**src/shared/pdc_params.svh**
```systemverilog
`ifndef PDC_PARAMS_SVH
`define PDC_PARAMS_SVH

// ****************************************
// register offsets and reset values
// ****************************************
`define PDC_ADDR_FLT_IRQ 8'h43
`define PDC_ADDR_ST_SEL 8'h44
`define PDC_FLT_IRQ_RST 8'h00
`define PDC_ST_SEL_RST 8'h00

// ****************************************
// field positions
// ****************************************
`define PDC_BIT_RESTART 7
`define PDC_BIT_RL_BYPASS 4
`define PDC_BIT_PIN_STYLE 2
`define PDC_ST_MSB 7
`define PDC_ST_LSB 4

// ****************************************
// self-test codes and fixed patterns
// ****************************************
`define PDC_ST_NORMAL 4'h0
`define PDC_ST_CMV 4'h1
`define PDC_ST_PAT_HI 2'h1
`define PDC_ST_DST_HI 2'h3
`define PDC_PAT_0 16'h0000
`define PDC_PAT_1 16'hAAAA
`define PDC_PAT_2 16'h5555
`define PDC_PAT_3 16'hFFFF

// ****************************************
// result kinds
// ****************************************
`define PDC_KIND_REL 2'h0
`define PDC_KIND_ABS 2'h1
`define PDC_KIND_FILT 2'h2
`define PDC_KIND_TEMP 2'h3

`endif

```
**src/shared/pdc_pkg.sv**
```systemverilog
`include "pdc_params.svh"

package pdc_pkg;

  typedef logic [7:0] pdc_byte_t;
  typedef logic [1:0] pdc_kind_t;
  typedef logic [3:0] pdc_st_code_t;

  typedef enum {
    PDC_MODE_NORMAL,
    PDC_MODE_CMV,
    PDC_MODE_PATTERN,
    PDC_MODE_DST,
    PDC_MODE_RSVD
  } pdc_st_mode_t;

  function automatic pdc_st_mode_t pdc_decode_st(input pdc_st_code_t code);
    pdc_st_mode_t m;
    m = PDC_MODE_RSVD;
    if (code == `PDC_ST_NORMAL) begin
      m = PDC_MODE_NORMAL;
    end else if (code == `PDC_ST_CMV) begin
      m = PDC_MODE_CMV;
    end else if (code[3:2] == `PDC_ST_PAT_HI) begin
      m = PDC_MODE_PATTERN;
    end else if (code[3:2] == `PDC_ST_DST_HI) begin
      m = PDC_MODE_DST;
    end
    return m;
  endfunction

endpackage

```
**src/core/pdc_user_config.sv**
```systemverilog
// Notes on behaviour
// - both config registers are covered by array error detection, except test select
// - registers read and write only in DSI3 mode or PSI5 diagnostic mode
// - filter fast startup restarts only on a 0-to-1 write of the restart bit
// - bypass bit 4 at 0 rate limits the filter, at 1 bypasses it
// - enabled pin: bit 2 at 0 active high pulldown, at 1 active low pullup
// - pin disabled by comm type setting stays high impedance whatever the style
// - bits 7 to 4 of the second register select the self-test function
// - the self-test field never raises an array error
// - codes 0000 normal and 0001 common-mode check fill results by kind
// - codes 0100 to 0111 block processor writes and show fixed patterns
// - kind 00 relative, 01 absolute, 10 filtered absolute, 11 temperature
`timescale 1ns/10ps
`default_nettype none
`include "pdc_params.svh"

module pdc_user_config #(
  parameter int RESULT_W = 16
) (
  // clock and reset
  input wire logic sys_clk,
  input wire logic sys_rst,
  // register port
  input wire logic reg_wr_en,
  input wire logic reg_rd_en,
  input wire pdc_pkg::pdc_byte_t reg_addr,
  input wire pdc_pkg::pdc_byte_t reg_wdata,
  output pdc_pkg::pdc_byte_t reg_rdata,
  output logic reg_rd_valid,
  // communication mode
  input wire logic dsi3_mode,
  input wire logic psi5_diag_mode,
  // filter controls
  output logic lowpass_startup_restart,
  output logic rate_limit_bypass,
  // interrupt pin
  input wire logic irq_pin_enable,
  input wire logic irq_condition,
  output logic irq_pin_o,
  output logic irq_pin_oe_n,
  output logic irq_pullup_en,
  output logic irq_pulldown_en,
  // self-test
  output logic cm_verify_en,
  output logic dst_active,
  output logic [1:0] dst_index,
  // signal processor results
  input wire logic sample_valid,
  input wire logic [RESULT_W-1:0] rel_press,
  input wire logic [RESULT_W-1:0] abs_press,
  input wire logic [RESULT_W-1:0] filt_press,
  input wire logic [RESULT_W-1:0] temperature,
  input wire pdc_pkg::pdc_kind_t result_kind_select0,
  input wire pdc_pkg::pdc_kind_t result_kind_select1,
  output logic [RESULT_W-1:0] sensor_result0,
  output logic [RESULT_W-1:0] sensor_result1,
  // array check
  output logic array_error
);
  import pdc_pkg::*;

  if (RESULT_W != 16) begin : g_bad_width
    $error("fixed patterns need a 16-bit result width");
  end

  pdc_byte_t filter_and_irq_pin_config_q;
  pdc_byte_t filter_and_irq_pin_config_d;
  pdc_byte_t selftest_select_config_q;
  pdc_byte_t selftest_select_config_d;
  pdc_byte_t rdata_q;
  pdc_st_code_t st_code;
  pdc_st_mode_t st_mode;
  logic access_ok;
  logic wr_flt;
  logic wr_st;
  logic restart_q;
  logic rd_valid_q;
  logic pin_o_q;
  logic pin_oe_n_q;
  logic pullup_q;
  logic pulldown_q;

  // ****************************************
  // register access
  // ****************************************
  // mode flags come from the protocol logic on this clock, no synchroniser
  assign access_ok = dsi3_mode | psi5_diag_mode;
  assign wr_flt = reg_wr_en && access_ok && reg_addr == `PDC_ADDR_FLT_IRQ;
  assign wr_st = reg_wr_en && access_ok && reg_addr == `PDC_ADDR_ST_SEL;

  // reserved bits are stored as written; software keeps them at zero
  always_comb begin
    filter_and_irq_pin_config_d = filter_and_irq_pin_config_q;
    if (wr_flt) begin
      filter_and_irq_pin_config_d = reg_wdata;
    end
  end

  always_comb begin
    selftest_select_config_d = selftest_select_config_q;
    if (wr_st) begin
      selftest_select_config_d = reg_wdata;
    end
  end

  always_ff @(posedge sys_clk or posedge sys_rst) begin
    if (sys_rst) begin
      filter_and_irq_pin_config_q <= `PDC_FLT_IRQ_RST;
    end else begin
      filter_and_irq_pin_config_q <= filter_and_irq_pin_config_d;
    end
  end

  always_ff @(posedge sys_clk or posedge sys_rst) begin
    if (sys_rst) begin
      selftest_select_config_q <= `PDC_ST_SEL_RST;
    end else begin
      selftest_select_config_q <= selftest_select_config_d;
    end
  end

  // read answer one cycle later; unmapped or out-of-mode reads return zero
  always_ff @(posedge sys_clk or posedge sys_rst) begin
    if (sys_rst) begin
      rdata_q <= 8'h00;
      rd_valid_q <= 1'b0;
    end else begin
      rd_valid_q <= reg_rd_en;
      if (!reg_rd_en) begin
        rdata_q <= rdata_q;
      end else if (!access_ok) begin
        rdata_q <= 8'h00;
      end else if (reg_addr == `PDC_ADDR_FLT_IRQ) begin
        rdata_q <= filter_and_irq_pin_config_q;
      end else if (reg_addr == `PDC_ADDR_ST_SEL) begin
        rdata_q <= selftest_select_config_q;
      end else begin
        rdata_q <= 8'h00;
      end
    end
  end

  assign reg_rdata = rdata_q;
  assign reg_rd_valid = rd_valid_q;

  // ****************************************
  // filter controls
  // ****************************************
  // only a rising write edge restarts; rewriting 1 keeps the startup going
  always_ff @(posedge sys_clk or posedge sys_rst) begin
    if (sys_rst) begin
      restart_q <= 1'b0;
    end else begin
      restart_q <= wr_flt && reg_wdata[`PDC_BIT_RESTART]
        && !filter_and_irq_pin_config_q[`PDC_BIT_RESTART];
    end
  end

  assign lowpass_startup_restart = restart_q;
  assign rate_limit_bypass = filter_and_irq_pin_config_q[`PDC_BIT_RL_BYPASS];

  // ****************************************
  // interrupt pin
  // ****************************************
  // open drain: drive only while asserted, otherwise release onto the pull; a disabled pin is released with both pulls off
  always_ff @(posedge sys_clk or posedge sys_rst) begin
    if (sys_rst) begin
      pin_o_q <= 1'b0;
      pin_oe_n_q <= 1'b1;
      pullup_q <= 1'b0;
      pulldown_q <= 1'b0;
    end else if (!irq_pin_enable) begin
      pin_o_q <= 1'b0;
      pin_oe_n_q <= 1'b1;
      pullup_q <= 1'b0;
      pulldown_q <= 1'b0;
    end else begin
      pin_o_q <= !filter_and_irq_pin_config_q[`PDC_BIT_PIN_STYLE];
      pin_oe_n_q <= !irq_condition;
      pullup_q <= filter_and_irq_pin_config_q[`PDC_BIT_PIN_STYLE];
      pulldown_q <= !filter_and_irq_pin_config_q[`PDC_BIT_PIN_STYLE];
    end
  end

  assign irq_pin_o = pin_o_q;
  assign irq_pin_oe_n = pin_oe_n_q;
  assign irq_pullup_en = pullup_q;
  assign irq_pulldown_en = pulldown_q;

  // ****************************************
  // self-test decode
  // ****************************************
  assign st_code = selftest_select_config_q[`PDC_ST_MSB:`PDC_ST_LSB];
  assign st_mode = pdc_decode_st(st_code);

  // reserved codes fall through to no test at all
  always_comb begin
    cm_verify_en = 1'b0;
    dst_active = 1'b0;
    case (st_mode)
      PDC_MODE_CMV: cm_verify_en = 1'b1;
      PDC_MODE_DST: dst_active = 1'b1;
      default: dst_active = 1'b0;
    endcase
  end

  assign dst_index = dst_active ? st_code[1:0] : 2'h0;

  pdc_result_regs #(
    .RESULT_W(RESULT_W)
  ) u_results (
    .sys_clk(sys_clk),
    .sys_rst(sys_rst),
    .sample_valid(sample_valid),
    .rel_press(rel_press),
    .abs_press(abs_press),
    .filt_press(filt_press),
    .temperature(temperature),
    .result_kind_select0(result_kind_select0),
    .result_kind_select1(result_kind_select1),
    .selftest_select(st_code),
    .sensor_result0(sensor_result0),
    .sensor_result1(sensor_result1)
  );

  // ****************************************
  // array error detection
  // ****************************************
  // self-test field left out so test changes never flag the array
  pdc_array_check #(
    .CHK_W(12)
  ) u_check (
    .sys_clk(sys_clk),
    .sys_rst(sys_rst),
    .load(wr_flt | wr_st),
    .next_bits({filter_and_irq_pin_config_d, selftest_select_config_d[3:0]}),
    .cur_bits({filter_and_irq_pin_config_q, selftest_select_config_q[3:0]}),
    .array_error(array_error)
  );

  // ****************************************
  // checks
  // ****************************************
  AST_RESTART_RISE: assert property (@(posedge sys_clk) disable iff (sys_rst)
    wr_flt && reg_wdata[7] && !filter_and_irq_pin_config_q[7] |=> lowpass_startup_restart)
    else $error("restart missing after 0-to-1 write");
  AST_RESTART_CAUSE: assert property (@(posedge sys_clk) disable iff (sys_rst)
    lowpass_startup_restart |-> $past(wr_flt) && $past(reg_wdata[7])
      && !$past(filter_and_irq_pin_config_q[7]))
    else $error("restart without a 0-to-1 write");
  AST_BYPASS_FOLLOWS: assert property (@(posedge sys_clk) disable iff (sys_rst)
    wr_flt |=> rate_limit_bypass == $past(reg_wdata[4]))
    else $error("bypass does not follow written bit");
  AST_NO_WRITE_OUT_OF_MODE: assert property (@(posedge sys_clk) disable iff (sys_rst)
    reg_wr_en && !dsi3_mode && !psi5_diag_mode |=> $stable(filter_and_irq_pin_config_q)
      && $stable(selftest_select_config_q))
    else $error("write taken outside permitted modes");
  AST_READBACK: assert property (@(posedge sys_clk) disable iff (sys_rst)
    reg_rd_en && access_ok && reg_addr == 8'h44 && !wr_st
      |=> reg_rd_valid && reg_rdata == selftest_select_config_q)
    else $error("readback mismatch");
  AST_PIN_HIZ: assert property (@(posedge sys_clk) disable iff (sys_rst)
    !irq_pin_enable |=> irq_pin_oe_n && !irq_pullup_en && !irq_pulldown_en)
    else $error("pin not released while disabled");
  AST_PIN_STYLE: assert property (@(posedge sys_clk) disable iff (sys_rst)
    irq_pin_enable && irq_condition |=> !irq_pin_oe_n
      && irq_pin_o == !$past(filter_and_irq_pin_config_q[2])
      && irq_pullup_en == $past(filter_and_irq_pin_config_q[2]))
    else $error("pin style wrong");
  AST_CMV_SELECT: assert property (@(posedge sys_clk) disable iff (sys_rst)
    wr_st && reg_wdata[7:4] == 4'h1 |=> cm_verify_en && !dst_active)
    else $error("common-mode check not selected");
  AST_DST_SELECT: assert property (@(posedge sys_clk) disable iff (sys_rst)
    wr_st && reg_wdata[7:6] == 2'h3 |=> dst_active && dst_index == $past(reg_wdata[5:4]))
    else $error("digital self-test not selected");
  AST_ST_NO_ERROR: assert property (@(posedge sys_clk) disable iff (sys_rst)
    wr_st && !array_error |=> ##1 !array_error)
    else $error("self-test write flagged array");
  AST_RDATA_REFUSED: assert property (@(posedge sys_clk) disable iff (sys_rst)
    reg_rd_en && !access_ok |=> reg_rd_valid && reg_rdata == 8'h00)
    else $error("read answered outside permitted modes");
  AST_PULL_STYLE: assert property (@(posedge sys_clk) disable iff (sys_rst)
    irq_pin_enable |=> irq_pulldown_en == !$past(filter_and_irq_pin_config_q[2]))
    else $error("pull current does not follow pin style");
  AST_RESTART_SINGLE: assert property (@(posedge sys_clk) disable iff (sys_rst)
    lowpass_startup_restart |=> !lowpass_startup_restart)
    else $error("restart pulse longer than one cycle");
  AST_PATTERN_NO_TEST: assert property (@(posedge sys_clk) disable iff (sys_rst)
    st_mode == PDC_MODE_PATTERN |-> !cm_verify_en && !dst_active)
    else $error("test function active during fixed pattern");

  COV_RESTART: cover property (@(posedge sys_clk) disable iff (sys_rst)
    lowpass_startup_restart);
  COV_PATTERN: cover property (@(posedge sys_clk) disable iff (sys_rst)
    st_mode == PDC_MODE_PATTERN && st_code[1:0] == 2'h1);
  COV_DST: cover property (@(posedge sys_clk) disable iff (sys_rst)
    dst_active && dst_index == 2'h3);
  COV_PIN_LOW: cover property (@(posedge sys_clk) disable iff (sys_rst)
    !irq_pin_oe_n && !irq_pin_o);
  COV_REFUSED_WRITE: cover property (@(posedge sys_clk) disable iff (sys_rst)
    reg_wr_en && !access_ok);

endmodule

`default_nettype wire

```
**src/core/pdc_array_check.sv**
```systemverilog
`timescale 1ns/10ps
`default_nettype none

module pdc_array_check #(
  parameter int CHK_W = 12
) (
  // clock and reset
  input wire logic sys_clk,
  input wire logic sys_rst,
  // protected contents
  input wire logic load,
  input wire logic [CHK_W-1:0] next_bits,
  input wire logic [CHK_W-1:0] cur_bits,
  // status
  output logic array_error
);
  import pdc_pkg::*;

  logic parity_q;
  logic error_q;
  logic mismatch;

  // ****************************************
  // stored check bit
  // ****************************************
  // parity is taken from the value being written, so it lands with the data
  always_ff @(posedge sys_clk or posedge sys_rst) begin
    if (sys_rst) begin
      parity_q <= 1'b0;
    end else if (load) begin
      parity_q <= ^next_bits;
    end
  end

  assign mismatch = (^cur_bits) != parity_q;

  // sticky until reset; a corrupted array stays flagged
  always_ff @(posedge sys_clk or posedge sys_rst) begin
    if (sys_rst) begin
      error_q <= 1'b0;
    end else if (mismatch) begin
      error_q <= 1'b1;
    end
  end

  assign array_error = error_q;

  AST_ERR_CAUSE: assert property (@(posedge sys_clk) disable iff (sys_rst)
    $rose(error_q) |-> $past(mismatch))
    else $error("array error raised without a mismatch");
  AST_WRITE_CLEAN: assert property (@(posedge sys_clk) disable iff (sys_rst)
    load && !error_q |=> !mismatch)
    else $error("a legal write produced a check mismatch");

endmodule

`default_nettype wire

```
**src/core/pdc_result_regs.sv**
```systemverilog
`timescale 1ns/10ps
`default_nettype none
`include "pdc_params.svh"

module pdc_result_regs #(
  parameter int RESULT_W = 16
) (
  // clock and reset
  input wire logic sys_clk,
  input wire logic sys_rst,
  // signal processor sources
  input wire logic sample_valid,
  input wire logic [RESULT_W-1:0] rel_press,
  input wire logic [RESULT_W-1:0] abs_press,
  input wire logic [RESULT_W-1:0] filt_press,
  input wire logic [RESULT_W-1:0] temperature,
  // selection
  input wire pdc_pkg::pdc_kind_t result_kind_select0,
  input wire pdc_pkg::pdc_kind_t result_kind_select1,
  input wire pdc_pkg::pdc_st_code_t selftest_select,
  // results
  output logic [RESULT_W-1:0] sensor_result0,
  output logic [RESULT_W-1:0] sensor_result1
);
  import pdc_pkg::*;

  // the fixed test patterns are 16 bits wide
  if (RESULT_W != 16) begin : g_bad_width
    $error("result width must be 16 bits");
  end

  pdc_st_mode_t mode;
  logic [RESULT_W-1:0] pattern;
  logic [RESULT_W-1:0] res_q [2];
  pdc_kind_t kind [2];

  assign mode = pdc_decode_st(selftest_select);
  assign kind[0] = result_kind_select0;
  assign kind[1] = result_kind_select1;

  always_comb begin
    case (selftest_select[1:0])
      2'h0: pattern = `PDC_PAT_0;
      2'h1: pattern = `PDC_PAT_1;
      2'h2: pattern = `PDC_PAT_2;
      default: pattern = `PDC_PAT_3;
    endcase
  end

  // ****************************************
  // per-channel result registers
  // ****************************************
  for (genvar ch = 0; ch < 2; ch++) begin : g_ch
    logic [RESULT_W-1:0] src;
    always_comb begin
      case (kind[ch])
        `PDC_KIND_REL: src = rel_press;
        `PDC_KIND_ABS: src = abs_press;
        `PDC_KIND_FILT: src = filt_press;
        default: src = temperature;
      endcase
    end
    // pattern modes hold off the processor; digital tests leave results alone
    always_ff @(posedge sys_clk or posedge sys_rst) begin
      if (sys_rst) begin
        res_q[ch] <= '0;
      end else if (mode == PDC_MODE_PATTERN) begin
        res_q[ch] <= pattern;
      end else if (sample_valid && (mode == PDC_MODE_NORMAL || mode == PDC_MODE_CMV)) begin
        res_q[ch] <= src;
      end
    end
  end

  assign sensor_result0 = res_q[0];
  assign sensor_result1 = res_q[1];

  AST_PATTERN_HELD: assert property (@(posedge sys_clk) disable iff (sys_rst)
    mode == PDC_MODE_PATTERN |=> sensor_result0 == $past(pattern)
      && sensor_result1 == $past(pattern))
    else $error("fixed pattern not shown in result registers");
  AST_KIND_FILL: assert property (@(posedge sys_clk) disable iff (sys_rst)
    sample_valid && mode == PDC_MODE_NORMAL && kind[0] == `PDC_KIND_ABS
      |=> sensor_result0 == $past(abs_press))
    else $error("result kind not honoured");
  AST_CMV_FILL: assert property (@(posedge sys_clk) disable iff (sys_rst)
    sample_valid && mode == PDC_MODE_CMV && kind[1] == `PDC_KIND_TEMP
      |=> sensor_result1 == $past(temperature))
    else $error("result not filled in common-mode verification");

endmodule

`default_nettype wire

```
**config.mk**
```make
export PLATFORM = sky130hd
export DESIGN_NAME = pdc_user_config
export DESIGN_NICKNAME = d
export VERILOG_FILES = /design/src/shared/pdc_pkg.sv /design/src/core/pdc_user_config.sv /design/src/core/pdc_array_check.sv /design/src/core/pdc_result_regs.sv
export VERILOG_INCLUDE_DIRS = /design/src /design/src/shared
export SDC_FILE = /design/constraint.sdc
export NUM_CORES = 1
export LEC_CHECK = 0
export ABC_AREA = 0
export BUFFER_PORTS_ARGS = -buffer_cell sky130_fd_sc_hd__buf_2
export CAP_MARGIN = 20
export CORE_MARGIN = 1
export CORE_UTILIZATION = 50
export DETAILED_ROUTE_END_ITERATION = 12
export PLACE_DENSITY = 0.78
export SLEW_MARGIN = 20
export SYNTH_ARGS = -nofsm -noshare
export SYNTH_HDL_FRONTEND = slang
export SYNTH_SLANG_ARGS = --single-unit
```
**constraint.sdc**
```tcl
create_clock -name sys_clk -period 4.1 [get_ports sys_clk]
set_input_delay 0.82 -clock sys_clk [delete_from_list [all_inputs] [get_ports sys_clk]]
set_output_delay 0.82 -clock sys_clk [all_outputs]
set_load 0.005 [all_outputs]
```
# After elaboration in Yosys (flattened, before gate mapping)
# Cells that the tools add are included.
# word_totals
word_cells,71
regBits,63
input_bits,93
out_inout_bits,52
# op_classes
n_bitwise,2
n_mux,22
reduce_logical,18
n_eq_ne,16
# ops
op,n
16-bit case mux with 3 select lines,3
32-bit two-way mux,3
"32-bit by 2-bit == test with 1-bit output, second input constant",2
16-bit two-way mux,4
"32-bit by 1-bit == test with 1-bit output, second input constant",1
"32-bit by 3-bit == test with 1-bit output, second input constant",1
32-bit logical NOT,1
8-bit two-way mux,4
12-bit parity,2
"8-bit by 7-bit == test with 1-bit output, second input constant",2
"2-bit by 1-bit == test with 1-bit output, second input constant",4
"2-bit == test, second input constant",4
1-bit logical AND,6
2-bit logical NOT,3
1-bit two-way mux,5
"4-bit by 1-bit == test with 1-bit output, second input constant",1
4-bit logical NOT,1
4-bit two-way mux,1
1-bit logical NOT,3
3-bit two-way mux,1
2-bit two-way mux,1
1-bit OR,2
2-bit nonzero test,1
1-bit logical OR,1
1-bit != test,1

# Longest topological paths before layout
# Gate-level depths: netlist (run 1).
# depth
word_depth,10
mapped_depth,7
mapped_depth_nobuf,6

# Modules after synthesis
# Synthesis (run 1) repeated with hierarchy kept, for this count alone.
# hier_totals
cells_unflattened,306
hier_area_um2,3893.7
# by_module_without_submodules
mod,area_each_um2,n_inst,seq_area_each_um2,cells_per_inst
pdc_result_regs,2304.7,1,800.8,189
pdc_user_config,1291.2,1,726.9,92
pdc_array_check,297.8,1,50.0,25

# Least setup slack after synthesis (run 1)
# No wires, ideal clock.
# synth_timing
path_kind,input-to-reg
startpoint,in result_kind_select1[0]
endpoint,reg u_results.res_q (netlist bit u_results.sensor_result1[6])
path_slack_ns,1.972
n_path_buf,2
stages,5
arrival_ns,2.007
cell_sequence,buf_2 -> buf_4 -> mux4_2 -> a22oi_1 -> nand2_1
# synth_via
elab_chain_len,4
# synth_lines
element,line,source
"start, declared",pdc_user_config.sv:54,"input wire pdc_pkg::pdc_kind_t result_kind_select1,"
2-bit == test (tied with other cells),pdc_result_regs.sv:56,case (kind[ch])
16-bit case mux with 3 select lines *,pdc_result_regs.sv:56,
16-bit two-way mux *,pdc_result_regs.sv:69,end else if (sample_valid && (mode == PDC_MODE_NORMAL || mode == PDC_MODE_CMV)) begin
16-bit two-way mux *,pdc_result_regs.sv:67,end else if (mode == PDC_MODE_PATTERN) begin
"end signal, assigned by index",pdc_result_regs.sv:68,res_q[ch] <= pattern;
"end signal, assigned by index",pdc_result_regs.sv:70,res_q[ch] <= src;
"end, declared",pdc_result_regs.sv:34,logic [RESULT_W-1:0] res_q [2];
# Every way passes the cells marked *; elsewhere a longest branch is shown, timed or not. The select of a mux whose other input is x is not followed.
# A chain may end at the register's enable or synchronous reset.

# Worst setup path in the final report (run 1)
# layout_timing
startpoint,reg selftest_select_config_q[7]
endpoint,reg u_results.res_q (netlist bit u_results.sensor_result0[3])
# layout_via
elab_chain_len,9
# layout_lines
element,line,source
"start, declared",pdc_user_config.sv:68,pdc_byte_t selftest_select_config_q;
"start signal, assigned",pdc_user_config.sv:116,selftest_select_config_q <= `PDC_ST_SEL_RST;
"start signal, assigned",pdc_user_config.sv:118,selftest_select_config_q <= selftest_select_config_d;
2-bit == test (no line),--,
3-bit two-way mux,pdc_pkg.sv:26,end else if (code[3:2] == `PDC_ST_DST_HI) begin
32-bit two-way mux,pdc_pkg.sv:24,end else if (code[3:2] == `PDC_ST_PAT_HI) begin
32-bit two-way mux,pdc_pkg.sv:22,end else if (code == `PDC_ST_CMV) begin
32-bit two-way mux *,pdc_pkg.sv:20,if (code == `PDC_ST_NORMAL) begin
32-bit by 2-bit == test with 1-bit output / 32-bit logical NOT (equally long branches),pdc_result_regs.sv:69,
1-bit logical OR,pdc_result_regs.sv:69,
1-bit logical AND,pdc_result_regs.sv:69,
2-bit nonzero test (no line),--,
# Every way passes the cells marked *; elsewhere a longest branch is shown, timed or not.

==> flow_summary.toml, run 1 <==
[clocking]
clkSinkCount = 63
clock_latency_ns = 0.34
post-cts-setup-buffer-count = 0
cts_buffers = 9
htree_levels = 3
cts_root_buf = "clkbuf_8"
post_cts_resized = 0
clk_pin_slew_ns = 0.07
clockBufferDepth = 2
cts_tree = "built"
postCtsHoldBufs = 0

[route]
drcViolationCount = 0
num_vias = 3137
postRouteAntennaNets = 0
routedWlPerCell_um = 16.2
routed_wl_um = 8970
viasPerCell = 5.66
drt-pass1-iter-count = 4
drtIter0Drc = 149

[synth]
syn-num-nets = 414
yosys-top-cells-area = "dfrtp_1 44%, mux4_2 20%, nand2_1 9.4%"
synth.distinct_cells = 33
synth-edff-count = 0
yosys_warnings = 0
netlist.top_cell.by_area = "dfrtp_1"
ys_ff_latch = 63
synth_cells = 321
ys.flop_type = "dfrtp_1"
yosys.area.top_type_share_pct = 43.6
netlist_area_mm2 = 0.00356
seq_area_frac_synth_pct = 44.3
ys_async_sr_fraction_pct = 100
synth_area_per_cell_um2 = 11.1

[finish]
fin_nets = 546
area_delta_synth_final_pct = 27.3
antenna_cells = 0
mostFrequentLayoutCell = "buf_2"
mostFrequentLayoutCells = "144 x buf_2, 89 x nand2_1, 62 x dfrtp_1, 32 x mux4_2, 25 x a31oi_1"
drive_gt1_share_pct = 45.2

[setup_path]
crit_path_max_fanout = 27
worstPathArrival_ns = 2.50
end_kind = "register"
critPathRequiredTime_ns = 4.25
crit_path_start_kind = "register"
path_class = "register to register"

[placed_design]
post-dp-hpwl_um = 6860
pre_cts_ws_ns = 1.46
io_buffer_count = 144
place_congestion = 0.906

[worst_hold_path]
hold_path_class = "register to register"

[timing]
maxSlewViolCount = 0
fin_setup_tns_ns = 0
setup_violations = 0
finClkSkew_ns = 0.00972
max-slew-margin-rel_pct = 32.8
hold_viol = 0
fin_crit_ns = 2.34
rsz0062_at_grt = "false"
worst_pin_slew_ns = 1.01
max_freq_ghz = 0.427
fin_crit_sh_pct = 57.2
fin_ws_ns = 1.76

[global_routing]
gr-total-overflow = 0
met2_usage_pct = 42.5
antenna_found_initial = 0
use_met1_pct = 33.2
grt_start_max_net_pins = 35
grt_usage_pct = 25.8
grt-busiest-layer = "met2"
grt_pass1_wl_um = 14500
met3_usage_pct = 5.52
first_global_vias = 2993

[power_and_ir_drop]
power_density_mw_per_mm2 = 378
ir_worst_vdd_mv = 0.157
leakage_nw = 2.22

[status]
status = "completed"

[floorplanning]
start_util_pct = 52.1
ios = 145
num_rows = 30
dieArea_mm2 = 0.00746
die_height_um = 86.4
die_w_um = 86.4
core_mm2 = 0.00683

[flow_run]
cap_violations = 0
power breakdown:
group / leakage [nW] / total, mW / switching [mW] / internal (mW)
logic: 1.29 / 0.348 / 0.167 / 0.181
registers: 0.805 / 0.716 / 0.0375 / 0.679
clock network: 0.120 / 0.647 / 0.244 / 0.403
layer usage:
layer	part of all wire [%]	vias up	wire (µm)
li1	-	1418	-
met1	40	1517	3550
met2	51	182	4530
met3	7.6	20	683
met4	2.3	0	204
met5	0	-	0
logic make-up (layout without fill, tap and decap cells):
family | count (synthesis) | in the layout | synth area share, %
buffers and inverters | 34 | 171 | 4.36
and+or+nand+nor | 111 | 111 | 13.4
xor gates and xnor gates | 20 | 20 | 4.92
AOI/OAI and AO/OA | 51 | 51 | 9.46
DFF | 63 | 63 | 44.3
muxes | 42 | 42 | 23.5
layout make-up:
class | instances | area, µm²
well taps | 96 | 120
fillers | 558 | 2300
clock buffers | 10 | 128
inverters | 9 | 33.8
repair buffers | 146 | 736
clock inverters | 6 | 109
flip-flops and latches | 63 | 1580
multi-input cells | 224 | 1830
Yosys cell counts (all sizes together), types with 3 or more instances:
cell type,number
nand2,89
dfrtp,62
mux4,32
a31oi,25
xnor2,19
a22oi,15
buf,14
clkbuf,11
inv,9
mux2,9
o22ai,8
and2,4
and3,4
nor2,3
through the flow:
stage | util (%) | hold WS [ns] | instance area (µm²) | total power [mW] | instances
after floorplan | - | 0.459 | 3560 | 0.932 | 321
after global placement | 62.8 | 0.448 | 4290 | 1.07 | 538
after detailed placement | 62.8 | 0.447 | 4290 | 1.08 | 538
after CTS | 66.3 | 0.467 | 4530 | 1.72 | 554
after global routing | 66.3 | 0.481 | 4530 | 1.80 | 554
final | 66.3 | 0.458 | 4530 | 1.71 | 554
state kept, by name (all words and copies together) (netlist names):
register and flops:
reg_rd_valid 1, irq_pullup_en 1, reg_rdata 8, lowpass_startup_restart 1, u_check.array_error 1, irq_pin_oe_n 1
u_results.sensor_result1 16, filter_and_irq_pin_config_q 8, u_check.parity_q 1, selftest_select_config_q 8, u_results.sensor_result0 16, irq_pulldown_en 1
critical path: stages (launching register included):
cell and delay [ns]:
dfrtp_1 0.46, nand2b_1 0.66, nor2_1 0.93, a31oi_1 0.12
path summary, 6_finish.rpt:
check	start	end	slack (ns)	depth (start not counted)
min in group asynchronous	sys_rst	u_results.sensor_result0[13]	0.58	2
worst min register to register	u_check.array_error	u_check.array_error	0.46	1
worst min-delay path	u_check.array_error	u_check.array_error	0.46	1
worst max register to register	selftest_select_config_q[7]	u_results.sensor_result0[3]	1.76	3
worst max-delay path	selftest_select_config_q[7]	u_results.sensor_result0[3]	1.76	3
max in group asynchronous	sys_rst	u_results.sensor_result1[7]	2.67	3
No activity file was read; power rests on OpenSTA's default activity.
==> inputs of run 2 (changes only) <==
CORE_UTILIZATION = 44   (was 50)
PLACE_DENSITY = 0.73   (was 0.78)
clock period = 1.9 ns   (was 4.1 ns; I/O delays follow)
==> run 2 against run 1 <==
Utilization fell by 6.6 points. Wire length rose by 7.7%. Combinational power rose by 130%.
==> flow_summary.toml, run 2 (synthesized netlist as in run 1, its figures left out) <==
[power_and_ir_drop]
comb_power_share_pct = 22.5
leakage_nw = 2.27
ir_worst_vdd_mv = 0.365
p_switching_uw = 965
power_density_mw_per_mm2 = 750
pwr-share-clk_pct = 33.0
swShare_pct = 27.7
seqPwrFrac_pct = 44.5
p_int_mw = 2.51

[setup_path]
path_class = "register to output port"
crit_path_start_kind = "register"
r2r-end = "u_check.parity_q"
r2r_start = "filter_and_irq_pin_config_q[2]"
worstPathArrival_ns = 1.38
cp-startpoint = "selftest_select_config_q[7]"
crit_path_max_fanout = 8
end_kind = "output port"
rr_worst_depth = 6
regToRegSetupSlack_ns = 0.27
critPathRequiredTime_ns = 1.52
critPathCapture = "cm_verify_en"

[clocking]
clockBufferDepth = 2
htree_levels = 3
cts_tree = "built"
cts_buffers = 9
clock_latency_ns = 0.35
cts_root_buf = "clkbuf_8"
post-cts-setup-buffer-count = 0
postCtsHoldBufs = 0
post_cts_resized = 0
clkSinkCount = 63
clk_pin_slew_ns = 0.07

[finish]
stdcell_count = 574
mostFrequentLayoutCells = "144 x buf_2, 89 x nand2_1, 62 x dfrtp_1, 32 x mux4_2, 25 x a31oi_1"
final_area_mm2 = 0.00464
drive_gt1_share_pct = 46.6
area_delta_synth_final_pct = 30.3
mostFrequentLayoutCell = "buf_2"
antenna_cells = 0
fin_nets = 560

[route]
routed_wl_um = 9650
drtIter0Drc = 105
drcViolationCount = 0
routedWlPerCell_um = 16.8
postRouteAntennaNets = 0
drt-pass1-iter-count = 4
viasPerCell = 5.53
num_vias = 3175

[timing]
rsz0062_at_grt = "false"
setup_violations = 0
worst_pin_slew_ns = 0.875
max-slew-margin-rel_pct = 41.0
fin_crit_sh_pct = 92.8
fin_crit_ns = 1.76
hold_viol = 0
maxSlewViolCount = 0
max_freq_ghz = 0.567
finClkSkew_ns = 0.00919
fin_setup_tns_ns = 0

[worst_hold_path]
hold_path_class = "primary input to asynchronous set/reset pin"

[global_routing]
first_global_vias = 3203
gr-total-overflow = 0
grt_usage_pct = 24.1
antenna_found_initial = 0
grt_start_max_net_pins = 33
grt_pass1_wl_um = 15400

[floorplanning]
core_mm2 = 0.00777
start_util_pct = 45.8
num_rows = 32
dieArea_mm2 = 0.00845
ios = 145
die_height_um = 91.9
die_w_um = 91.9

[placed_design]
io_buffer_count = 144
place_congestion = 0.871
postPlaceCellArea_mm2 = 0.00445
post-dp-hpwl_um = 7470
dp_cells = 558

[status]
status = "completed"

[flow_run]
cap_violations = 0
## run 2: cell types whose count changed in the layout (fill, tap and decap cells not counted)
cell,before,now
clkinv_4,1,0
inv_2,1,0
clkbuf_8,9,10
buf_12,0,3
clkinvlp_4,0,1
clkbuf_1,1,2
bufinv_16,3,1
clkinv_2,2,3
buf_4,2,13
## run 2: layout make-up
cell class / instances / area (µm²)
fill: 695 / 3130
multi-input combinational: 224 / 1830
sequential: 63 / 1580
timing repair buffer: 160 / 878
clock buffer: 12 / 145
tap: 102 / 128
clock inverter: 4 / 45.0
inverter: 9 / 37.5
## run 2: worst min path at each step
stage / slack, ns / endpoint / cells after the start
floorplan: 0.41 / reg_rd_valid / 0
global placement: 0.45 / u_check.array_error / 1
detailed placement: 0.45 / u_check.array_error / 1
CTS: 0.1 / u_check.parity_q / 2
global route: 0.11 / filter_and_irq_pin_config_q[0] / 2
finish: 0.09 / filter_and_irq_pin_config_q[0] / 2
## run 2: power groups by stage
stage / Combinational, mW / Sequential [mW] / Clock [mW]
final: 0.784 / 1.55 / 1.15
after global routing: 0.862 / 1.56 / 1.23
after CTS: 0.790 / 1.55 / 1.16
after detailed placement: 0.792 / 1.57 / 0
after global placement: 0.761 / 1.57 / 0
after floorplan: 0.447 / 1.56 / 0
## run 2: metrics by stage
stage          setup slack (ns)  total power [mW]  hold slack [ns]  util, %
6_report                  0.137              3.48           0.0858     59.7
4_1_cts                   0.123              3.50           0.0992     59.7
5_1_grt                  0.0170              3.65            0.114     59.7
3_5_place_dp              0.217              2.36            0.448     57.2
3_3_place_gp              0.269              2.33            0.446     57.2
2_1_floorplan             0.212              2.01            0.411        -
## run 2: worst max-delay path: stages (launching register included)
cell     delay [ns]
dfrtp_1        0.45
nor3_1         0.32
and2_1         0.17
buf_2          0.11
## run 2: per-layer routing
metal | vias to the layer above | global-route usage (%) | part of all wire [%]
met2 | 152 | 40.9 | 50
li1 | 1449 | - | -
met4 | 0 | 10.0 | 2.2
met5 | - | 0 | 0
met3 | 17 | 6.55 | 8.5
met1 | 1557 | 28.9 | 39
